<file path="src/verilog/epbpc_defines.svh">
// Constants for the external parallel bus pad control block
`ifndef EPBPC_DEFINES_SVH
`define EPBPC_DEFINES_SVH
`define EPBPC_ADDR_W 23
`define EPBPC_ADDR_LO_W 16
`define EPBPC_HOST_ADDR_W 18
`define EPBPC_DATA_W 16
`define EPBPC_REG_W 16
`define EPBPC_OFS_BANK_CTRL 2'h0
`define EPBPC_OFS_STATUS 2'h1
`define EPBPC_BIT_HOLD_EN 0
`define EPBPC_RST_BANK_CTRL 16'h0001
`endif

</file>
<file path="src/verilog/epbpc_pkg.sv">
// Types for the external parallel bus pad control block
package epbpc_pkg;
  typedef enum logic [2:0] {
    EPBPC_IDLE = 3'b001,
    EPBPC_HOLD = 3'b010,
    EPBPC_FLOAT = 3'b100
  } epbpc_state_t;
  typedef struct packed {
    logic [22:0] addr;
    logic prog_space;
    logic write;
    logic valid;
  } epbpc_access_t;
  typedef struct packed {
    logic [22:0] out;
    logic [22:0] oe_n;
  } epbpc_addr_pad_t;
  typedef struct packed {
    logic [15:0] out;
    logic [15:0] oe_n;
  } epbpc_data_pad_t;
endpackage

</file>
<file path="src/verilog/epbpc_top.sv">
// Pad control of the external address and data buses with bus holders
// Function
// - 23-bit address bus, bit 22 MSB
// - Low 16 address lines for every access
// - Upper seven lines only for program space
// - Hold mode floats all address outputs
// - Output-float input low floats address outputs
// - Wide host mode: address 0-17 are inputs
// - Address bus holder keeps previous level
// - 16-bit bidirectional data bus, bit 15 MSB
// - Data bus shared with host port
// - Data driven only when writing outside reset and hold
// - Output-float low forces data float
// - Data bus holder keeps last level
// - Software bit enables data bus holders
`timescale 1ns/1ps
`include "epbpc_defines.svh"
module epbpc_top (
  input wire logic i_mclk,
  input wire logic i_rst_n,
  input wire logic i_chip_reset_in_n,
  input wire logic i_hold_req,
  input wire logic i_off_n,
  input wire logic i_wide_host_port_select,
  input wire epbpc_pkg::epbpc_access_t i_access,
  input wire logic [15:0] i_wdata,
  input wire logic [22:0] i_ext_addr_bus_in,
  input wire logic [15:0] i_ext_data_bus_in,
  input wire logic [1:0] i_reg_addr,
  input wire logic [15:0] i_reg_wdata,
  input wire logic i_reg_wr,
  input wire logic i_reg_rd,
  output logic [15:0] o_reg_rdata,
  output epbpc_pkg::epbpc_addr_pad_t o_ext_addr_bus,
  output epbpc_pkg::epbpc_data_pad_t o_ext_data_bus,
  output logic [15:0] o_rdata,
  output logic [17:0] o_host_addr,
  output logic o_hold_ack
);
  import epbpc_pkg::*;

  epbpc_state_t state;
  epbpc_state_t next_state;
  logic [15:0] bank_switch_ctrl_reg;
  logic [22:0] addr_hold;
  logic [15:0] data_hold;
  logic [22:0] next_addr_oe_n;
  logic [15:0] next_data_oe_n;
  logic [22:0] next_addr_out;
  logic data_holder_en;

  assign data_holder_en = bank_switch_ctrl_reg[`EPBPC_BIT_HOLD_EN];

  // Holder level: driven value while driving, pad value otherwise
  function automatic logic [15:0] epbpc_keep16(input logic [15:0] drv, input logic [15:0] oe_n,
                                               input logic [15:0] pad);
    epbpc_keep16 = (drv & ~oe_n) | (pad & oe_n);
  endfunction

  ////////////////////////////////////////////////////////////////////////////
  // Bus ownership state
  always_comb begin
    case (state)
      EPBPC_IDLE: next_state = EPBPC_IDLE;
      EPBPC_HOLD: next_state = EPBPC_HOLD;
      EPBPC_FLOAT: next_state = EPBPC_FLOAT;
      default: next_state = EPBPC_IDLE;
    endcase
    if (!i_off_n) begin
      next_state = EPBPC_FLOAT;
    end else if (i_hold_req) begin
      next_state = EPBPC_HOLD;
    end else begin
      next_state = EPBPC_IDLE;
    end
  end

  always_ff @(posedge i_mclk or negedge i_rst_n) begin
    if (!i_rst_n) begin
      state <= EPBPC_IDLE;
    end else begin
      state <= next_state;
    end
  end

  ////////////////////////////////////////////////////////////////////////////
  // Address pad enables
  always_comb begin
    next_addr_oe_n = '1;
    next_addr_out = addr_hold;
    if (next_state == EPBPC_IDLE && i_chip_reset_in_n && i_access.valid) begin
      next_addr_oe_n[15:0] = 16'h0000;
      next_addr_out[15:0] = i_access.addr[15:0];
      if (i_access.prog_space) begin
        next_addr_oe_n[22:16] = 7'h00;
        next_addr_out[22:16] = i_access.addr[22:16];
      end
    end
    if (i_wide_host_port_select) begin
      next_addr_oe_n[17:0] = 18'h3ffff;
    end
  end

  always_ff @(posedge i_mclk or negedge i_rst_n) begin
    if (!i_rst_n) begin
      o_ext_addr_bus <= '{out: 23'h000000, oe_n: 23'h7fffff};
    end else begin
      o_ext_addr_bus.oe_n <= next_addr_oe_n;
      o_ext_addr_bus.out <= next_addr_out;
    end
  end

  // Address holder always active; floated lines track the pad level
  always_ff @(posedge i_mclk or negedge i_rst_n) begin
    if (!i_rst_n) begin
      addr_hold <= 23'h000000;
    end else begin
      addr_hold <= (o_ext_addr_bus.out & ~o_ext_addr_bus.oe_n)
                 | (i_ext_addr_bus_in & o_ext_addr_bus.oe_n);
    end
  end

  ////////////////////////////////////////////////////////////////////////////
  // Data pad enables
  always_comb begin
    next_data_oe_n = 16'hffff;
    if (next_state == EPBPC_IDLE && i_chip_reset_in_n && i_access.valid
        && i_access.write) begin
      next_data_oe_n = 16'h0000;
    end
  end

  always_ff @(posedge i_mclk or negedge i_rst_n) begin
    if (!i_rst_n) begin
      o_ext_data_bus <= '{out: 16'h0000, oe_n: 16'hffff};
    end else begin
      o_ext_data_bus.oe_n <= next_data_oe_n;
      o_ext_data_bus.out <= (next_data_oe_n == 16'h0000) ? i_wdata : data_hold;
    end
  end

  // Holder disabled: last level is not kept, out returns to zero
  always_ff @(posedge i_mclk or negedge i_rst_n) begin
    if (!i_rst_n) begin
      data_hold <= 16'h0000;
    end else if (data_holder_en) begin
      data_hold <= epbpc_keep16(o_ext_data_bus.out, o_ext_data_bus.oe_n,
                                i_ext_data_bus_in);
    end else begin
      data_hold <= 16'h0000;
    end
  end

  ////////////////////////////////////////////////////////////////////////////
  // Registered outputs: sampled core read data and host-port address, plus hold acknowledge
  always_ff @(posedge i_mclk or negedge i_rst_n) begin
    if (!i_rst_n) begin
      o_rdata <= 16'h0000;
      o_host_addr <= 18'h00000;
      o_hold_ack <= 1'b0;
    end else begin
      o_rdata <= i_ext_data_bus_in;
      o_host_addr <= i_wide_host_port_select ? i_ext_addr_bus_in[17:0] : 18'h00000;
      o_hold_ack <= (next_state == EPBPC_HOLD);
    end
  end

  ////////////////////////////////////////////////////////////////////////////
  // Register port
  always_ff @(posedge i_mclk or negedge i_rst_n) begin
    if (!i_rst_n) begin
      bank_switch_ctrl_reg <= `EPBPC_RST_BANK_CTRL;
    end else if (i_reg_wr && i_reg_addr == `EPBPC_OFS_BANK_CTRL) begin
      bank_switch_ctrl_reg <= i_reg_wdata;
    end
  end

  always_ff @(posedge i_mclk or negedge i_rst_n) begin
    if (!i_rst_n) begin
      o_reg_rdata <= 16'h0000;
    end else if (i_reg_rd) begin
      case (i_reg_addr)
        `EPBPC_OFS_BANK_CTRL: o_reg_rdata <= bank_switch_ctrl_reg;
        `EPBPC_OFS_STATUS: o_reg_rdata <= {13'h0000, state};
        default: o_reg_rdata <= 16'h0000;
      endcase
    end else begin
      o_reg_rdata <= 16'h0000;
    end
  end
endmodule
</file>
<file path="config.mk">
export PLATFORM = sky130hd
export DESIGN_NAME = epbpc_top
export DESIGN_NICKNAME = d
export VERILOG_FILES = /design/src/verilog/epbpc_pkg.sv /design/src/verilog/epbpc_top.sv
export VERILOG_INCLUDE_DIRS = /design/src /design/src/verilog
export SDC_FILE = /design/constraint.sdc
export NUM_CORES = 1
export LEC_CHECK = 0
export ABC_AREA = 1
export BUFFER_PORTS_ARGS = -buffer_cell sky130_fd_sc_hd__buf_4
export CAP_MARGIN = 5
export CORE_MARGIN = 2
export CORE_UTILIZATION = 36
export DETAILED_ROUTE_END_ITERATION = 10
export HOLD_SLACK_MARGIN = 0.05
export PLACE_DENSITY = 0.64
export SYNTH_ARGS = -nofsm -noshare
export SYNTH_HDL_FRONTEND = slang
export SYNTH_SLANG_ARGS = --single-unit
export TNS_END_PERCENT = 30
</file>
<file path="constraint.sdc">
create_clock -name i_mclk -period 1.5 [get_ports i_mclk]
set_clock_uncertainty 0.2 [all_clocks]
set_input_delay 0.225 -clock i_mclk [delete_from_list [all_inputs] [get_ports i_mclk]]
set_output_delay 0.225 -clock i_mclk [all_outputs]
set_load 0.03 [all_outputs]
</file>
==> results, run 1 <==
- The number of instances in the synthesized netlist is 551.
- The mean instance size in the synthesized netlist is 10.4 um2.
- The number of flops mapped to enable cells by yosys is 0.
- The worst setup path is launched from a register.
- The switching part of the total power is 0.254.
- Walking the worst path, the cells encountered are buf_12 -> buf_6.
- Summed over all nets, the switching power comes to 2.74 mW.
- Entering global routing, the biggest net connects 39 pins.
- The run finished, with violations left.
- The share of total power dissipated in sequential elements is 0.424.
- The cell count of the worst reg-to-reg path is 3.
- The launch point of the critical path is o_ext_addr_bus[15].
- For this run, the slowest stage of the critical path takes 660 ps.
- The slack of the worst reg-to-reg path is -80 ps.
- The final global-route overflow total is 0.
- The largest family of logic cells by synthesized area is simple AND/OR/NAND/NOR gates.
- The clock network fraction of total power is 0.416.
- The proportion of synthesized area in mux cells is 0.0451.
- The synthesized-area fraction occupied by ao, oa, aoi and oai cells is 0.0261.
- Counting every net in the synthesized netlist gives 658.
- The area growth from synthesis to layout is 71.8%.
- For this block, the routed nets add up to 16.9 mm of wire.
- The number of antenna violations at the first check in global routing came to 0.
- Detailed placement finished with a half-perimeter wire length of 10.5 mm.
- The timing endpoint of the critical path is o_ext_addr_bus[11].
- The first-pass GRT wire length is 26.0 mm.
- The most used flip-flop cell after synthesis is sky130_fd_sc_hd__dfrtp_1.
- The max-slew violation total from the final report is 0.
- The tool flagged a number of max-cap violations equal to 0.
- The leakage power is 5.10 nW.
- In this run, synthesis produced a sequential element count of 151.
- The post-route worst hold slack is 114 ps.
- The worst endpoint data arrival time is 1380 ps.
- The most numerous cell in the Yosys netlist is sky130_fd_sc_hd__nand2_1.
- The core region is 15,800 um2.
- The fraction of the cycle the final worst path needs is 1.20.
- Of the total synthesized cell area, the portion taken by XOR and XNOR cells is 0.
- The maximum fanout along the worst path is 13.
- The number of primary I/O pins is 236.
- In the routed design, unresolved DRC markers number 0.
- The worst-case vdd ir drop is 0.000675 V.
- The startpoint identified for the worst hold timing path is i_chip_reset_in_n.
- The maximum level of the CTS H-tree is 4.
- After clock tree synthesis, the clock-pin slew on the worst setup and hold paths is 60 ps.
- The number of endpoints with negative hold slack in the final report came to 0.
- The worst flop-to-flop path startpoint is o_ext_addr_bus[15].
- The count of cell types in the netlist is 15.
- The worst setup path is captured at an output port.
- The number of cells on the critical path is 2.
- STA puts the critical path data required time at 1070 ps.
- The number of buffer cells added on primary ports is 235.
- In the synthesized netlist, the cells that appear most often are sky130_fd_sc_hd__nand2_1, sky130_fd_sc_hd__dfrtp_1, sky130_fd_sc_hd__nor2_1, sky130_fd_sc_hd__inv_1, sky130_fd_sc_hd__buf_4.
- Timing would allow up to 0.555 GHz.
- The total number of vias is 5,015.
- The Yosys step of the flow raised 0 warnings.
- The number of antenna repair diodes is 0.
- The tree is rooted in a sky130_fd_sc_hd__clkbuf_16.
- For this design, the slowest cell found on the critical path is sky130_fd_sc_hd__dfstp_4.
- The clock passes through at most 2 buffers.
- The internal power of the cells is 8.04 mW.
- Grouping stages by cell kind, the critical path spends the most delay in flip-flops.
- The async set or reset register ratio after synthesis is 1.00.
- After detailed routing, the number of vias per cell comes to 4.41.
- The cell taking the most area after synthesis is sky130_fd_sc_hd__dfrtp_1.
- Dividing the detail-routed wire length by the instance count gives 14.9 um.
- After layout, the minimum clock period comes to 1800 ps.
- The share of the synthesized area in the top cell type is 0.631.
- Ranked by total cell area, the synthesized netlist is headed by sky130_fd_sc_hd__dfrtp_1, sky130_fd_sc_hd__nand2_1, sky130_fd_sc_hd__buf_4.
- The clock tree from TritonCTS is done.
- The part of the power in combinational logic is 0.161.
- The total of fill cells in the finished design is 1,231.
- The power density relative to cell area is 1090 nW/um2.
- The floorplan step defined a die boundary enclosing 17,000 um2.
- The slew of the pin with the lowest slew margin is 566 ps.
- The area taken by flip-flops and latches is 3790 um2.
- The worst setup path is of the reg -> out kind.
- Of the total synthesized cell area, the portion taken by full adders, half adders and majority gates is 0.
- The number of global-route vias before repair is 5,319.
- Adding up every negative setup slack in the final design gives -10,580 ps.
- The number of buffers and inverters on the critical path is 2.
- The die outline width is 130 um.
- The area of the multi-input gates is 1430 um2.
- For this design, the sink count on the clock tree is 151.
- The number of endpoints failing setup at the final stage is 50.
- The placer congestion estimate is 0.844.
- The worst pin sits at a relative slew slack of 0.622.
- After the last flow step, the layout net total stands at 1,016.
- After layout, the worst setup slack is -301 ps.
- The row count is 46.
- Setup repair after global routing could not meet its margin everywhere.
- The endpoint identified for the worst register-to-register timing path is addr_hold[7].
- For this configuration, the core starts out at a cell density of 0.364.
- The die height is 130 um.
- In the final layout, the registers with the most flip-flops are o_ext_addr_bus x26, addr_hold x23, o_host_addr x18.
- The number of design-rule violations left by the first detailed-router iteration is 212.
- The CTS buffer count is 17.
- The register with the most flip-flops in the layout has 26 of them.
- The detail route stage leaves a number of antenna-violating nets equal to 0.
- The later pin in the worst-skew pair is clocked with a latency of 410 ps.
- The proportion of layout cells with a drive suffix above 1 is 0.351.
- The detailed-routing iteration count for the pre-antenna-repair pass is 4.
- The register with the most flip-flops is o_ext_addr_bus.
- The area of the mapped netlist is 5750 um2.
- The checks that failed: negative setup slack.
- The path category of the worst min-delay check is in -> reg.
- For this run, the total global-route usage over all layers was measured as 0.201.
- The share of the yosys chip area belonging to registers is 0.659.
- The fraction of the mapped netlist area in simple logic gates is 0.171.
area by class of cell:
| type | instances | share of cell area |
|---|---|---|
| sequential | 151 | 0.384 |
| timing repair buffer | 397 | 0.364 |
| multi-input combinational | 296 | 0.145 |
| clock buffer | 19 | 0.0449 |
| tap | 216 | 0.0274 |
| clock inverter | 12 | 0.0177 |
| inverter | 46 | 0.0175 |
power groups by stage:
stage,clock network (mW),registers (mW),logic [mW]
2_1_floorplan,0,4.90,0.411
3_3_place_gp,0,4.61,1.41
3_5_place_dp,0,4.62,1.44
4_1_cts,4.56,4.56,1.72
5_1_grt,4.77,4.59,1.87
6_report,4.48,4.56,1.73
routing by layer:
layer,vias up,track usage,wire [um]
met3,19,0.0541,1080
met1,2435,0.239,6900
li1,2377,-,-
met4,0,0.0594,204
met2,184,0.357,8740
met5,-,0,0
tightest hold or removal path, cell delays in order:
cell                      delay (ps)
sky130_fd_sc_hd__buf_4            80
sky130_fd_sc_hd__nand2_1          80
sky130_fd_sc_hd__inv_1            80
sky130_fd_sc_hd__nand3_2          90
sky130_fd_sc_hd__buf_12          160
cells by family after synthesis:
family,after synthesis
and+or+nand+nor,243
buffers and inverters,104
DFF,151
muxes,23
AOI/OAI and AO/OA,30
cells in the final DEF (no fill, tap or decap), drive strengths merged, types with 20 or more instances in the layout:
| master | instances |
|---|---|
| nand2 | 154 |
| clkbuf | 20 |
| o21ai | 30 |
| inv | 47 |
| mux2 | 23 |
| dfrtp | 145 |
| buf | 258 |
| dlygate4sd3 | 132 |
| nor2 | 49 |
| nand3 | 40 |
worst min path at each step:
stage,end,depth (start not counted)
2_1_floorplan,addr_hold[0],0
3_3_place_gp,o_host_addr[15],1
3_5_place_dp,o_host_addr[15],1
4_1_cts,o_host_addr[15],2
5_1_grt,o_ext_data_bus[14],5
6_report,o_ext_data_bus[14],5
per-stage QoR:
step           power [mW]  area [um2]  setup slack, ps   util  instances
2_1_floorplan        5.31        5800             -139      -        551
5_1_grt              11.2        9870             -344  0.626       1137
3_5_place_dp         6.06        7710             39.1  0.489        966
4_1_cts              10.8        9800             -318  0.622       1136
3_3_place_gp         6.02        7710             51.2  0.489        966
6_report             10.8        9870             -301  0.626       1137
what timing repair did:
action,in CTS,in global routing
endpoints found under the setup margin,39,75
buffers inserted,1,0
hold buffers,138,0
cloned,0,1
hold endpoints to repair,288,0
gates resized for setup,23,14
(Power assumes the default switching activity.)
==> inputs of run 2 (changes only) <==
REMOVE_ABC_BUFFERS = 1   (was not set)
==> run 2 against run 1 <==
The run still ends with negative setup slack left; first-iteration DRC count grew 4.7%; cell count hardly changed; core utilization down 0.93 points; hold slack improved by 26 ps; total power up 0.28%; combinational power about the same; largest cell class unchanged.
==> results, run 2 (synthesis results as in run 1) <==
- The number of remaining DRC errors was 0 (unchanged).
- The clock period minus worst slack is 1710 ps (was 1800 ps).
- The die outline area came to 17,000 um2 (unchanged).
- The maximum level of the CTS H-tree came to 4 (unchanged).
- The number of nets with antenna violations after detailed routing was 0 (unchanged).
- The detailed-routing iteration count for the pre-antenna-repair pass is 5 (was 4).
- The commonest non-fill, non-tap cell in the layout is sky130_fd_sc_hd__buf_4 (unchanged).
- Violated checks: negative setup slack (unchanged).
- The clock root buffer master is sky130_fd_sc_hd__clkbuf_16 (unchanged).
- The number of endpoints with negative hold slack in the final report is 0 (unchanged).
- The fraction of the cycle the final worst path needs is 1.14 (was 1.20).
- The cell family contributing the most delay on the critical path is flip-flops (unchanged).
- The clock input transition at the sequential cells of the worst setup and hold paths is 60 ps (about the same).
- Critical-path cell list: buf_12 -> buf_4 (was buf_12 -> buf_6).
- The final global-route overflow total was 0 (unchanged).
- The number of antenna repair diodes was 0 (unchanged).
- The slew of the pin with the lowest slew margin is 557 ps (was 566 ps).
- The maximum fanout along the worst path is 16 (was 13).
- The total routed wirelength is 16.9 mm (about the same).
- Outcome: complete, but fails checks (unchanged).
- The average detailed-routed wire length per instance was 14.8 um (was 14.9 um).
- The worst endpoint data arrival time came to 1280 ps (was 1380 ps).
- The number of endpoints failing setup at the final stage is 50 (unchanged).
- Leading registers by flop count: o_ext_addr_bus x26, addr_hold x23, o_host_addr x18 (unchanged).
- The timing-limited maximum frequency is 0.585 GHz (was 0.555 GHz).
- The clock insertion delay at the later pin of the skew report is 420 ps (was 410 ps).
- The leakage power was 5.00 nW (was 5.10 nW).
- The number of buffer cells added on primary ports is 235 (unchanged).
- The number of global-route vias before repair is 5,277 (was 5,319).
- The max-cap check violation count is 0 (unchanged).
- The register with the most flip-flops is o_ext_addr_bus (unchanged).
- The number of buffers and inverters on the critical path is 2 (unchanged).
- The worst-case clock buffer depth is 2 (unchanged).
- The maximum cell stage delay along the critical path is 560 ps (was 660 ps).
- The sum of net half-perimeters after detailed placement is 10.0 mm (was 10.5 mm).
- Unrepaired setup endpoints after global routing: yes (unchanged).
- The worst setup margin came to -210 ps (was -301 ps).
- The CTS buffer count is 17 (unchanged).
- The clock tree from TritonCTS is done (unchanged).
- The placer congestion estimate came to 0.743 (was 0.844).
- The first-pass GRT wire length is 25.8 mm (was 26.0 mm).
- The class of the most critical setup path is reg -> out (unchanged).
- Commonest cells after routing, fill and taps aside: sky130_fd_sc_hd__buf_4, sky130_fd_sc_hd__nand2_1, sky130_fd_sc_hd__dfrtp_1 (unchanged).
- The starting utilization of the core area is 0.364 (unchanged).
- The required time of the critical path is 1070 ps (about the same).
- The power density relative to cell area was 1110 nW/um2 (was 1090 nW/um2).
- The standard cell core area is 15,800 um2 (unchanged).
- The number of design-rule violations left by the first detailed-router iteration is 222 (was 212).
- The global-route usage over all layers was 0.199 (was 0.201).
- The row count came to 46 (unchanged).
- The signed area change from the synthesized netlist to the final layout is 69.2% (was 71.8%).
- The number of placed instances with taps included is 958 (was 966).
- The count of non-filler cells in the finished layout was 1,136 (was 1,137).
- The net count reported at finish was 1,014 (was 1,016).
- The die height is 130 um (unchanged).
- The flip-flop count of the largest register, all copies and words added is 26 (unchanged).
- The total number of vias is 5,109 (was 5,015).
- The number of primary I/O pins was 236 (unchanged).
- The clock net sink count is 151 (unchanged).
- The die outline width is 130 um (unchanged).
- The element type at the critical path end is an output port (unchanged).
- The pin count of the biggest net entering global routing was 36 (was 39).
- The number of antenna violations at the first check in global routing is 0 (unchanged).
- The path category of the worst min-delay check was in -> reg (unchanged).
- The worst-case vdd ir drop is 0.000727 V (was 0.000675 V).
- The worst-path cell with the longest stage delay is sky130_fd_sc_hd__dfstp_2 (was sky130_fd_sc_hd__dfstp_4).
- The vias per cell is 4.50 (was 4.41).
- The proportion of layout cells with a drive suffix above 1 was 0.347 (was 0.351).
- The max-slew violation total from the final report is 0 (unchanged).
- The kind of start point of the critical path was a register (unchanged).
- The worst relative slew slack came to 0.628 (was 0.622).
- The power after layout is 10.8 mW (about the same).
-- run 2: power by group --
part / switching, mW / internal [mW]
clock network: 1.66 / 2.87
logic: 0.910 / 0.809
registers: 0.167 / 4.39
-- run 2: final timing paths --
| kind | start | end | slack (ps) | cells past startpoint |
|---|---|---|---|---|
| worst min register to register | addr_hold[11] | o_ext_addr_bus[34] | 240 | 2 |
| worst min-delay path | i_chip_reset_in_n | o_ext_data_bus[14] | 140 | 4 |
| worst max-delay path | o_ext_data_bus[14] | o_ext_data_bus[4] | -210 | 2 |
| min in group asynchronous | i_rst_n | o_ext_addr_bus[17] | 200 | 2 |
| worst max register to register | o_ext_addr_bus[15] | addr_hold[10] | 0 | 3 |
| max in group asynchronous | i_rst_n | o_host_addr[5] | -70 | 3 |
-- run 2: cell type report --
class,count,area (um2)
clock buffers,20,457
clock inverters,12,175
fillers,1260,6040
inverters,46,173
multi-input cells,296,1400
flip-flops and latches,151,3790
well taps,216,270
repair buffers,395,3470
-- run 2: routing by layer --
metal | global-route usage | vias to the layer above | wire [um]
li1 | - | 2378 | -
met4 | 0.0738 | 0 | 249
met1 | 0.234 | 2484 | 6590
met2 | 0.357 | 222 | 8980
met3 | 0.0459 | 25 | 1040
met5 | 0 | - | 0
-- run 2: metrics by stage --
| step | instance area (um2) | setup slack, ps | TNS [ps] | util | hold WS, ps |
|---|---|---|---|---|---|
| after floorplan | 5350 | -1950 | -103550 | - | -271 |
| after global placement | 7560 | 105 | 0 | 0.479 | -76.8 |
| after detailed placement | 7560 | 4.57 | 0 | 0.479 | -77.5 |
| after CTS | 9670 | -230 | -8080 | 0.613 | 40.9 |
| after global routing | 9730 | -251 | -11380 | 0.617 | 161 |
| final | 9730 | -210 | -7780 | 0.617 | 140 |
-- run 2: repair_timing --
action | in CTS | in global routing
pin swaps | 0 | 0
hold buffers | 138 | 3
resized for setup | 5 | 9
hold endpoints to repair | 287 | 8
cloned | 2 | 0
setup endpoints to repair | 39 | 92
setup buffers | 3 | 0
-- run 2: tightest hold or removal path, delay by kind of cell --
family / cells / cell delay, ps
buffers and inverters: 2 / 190
AND/OR/NAND/NOR: 2 / 290
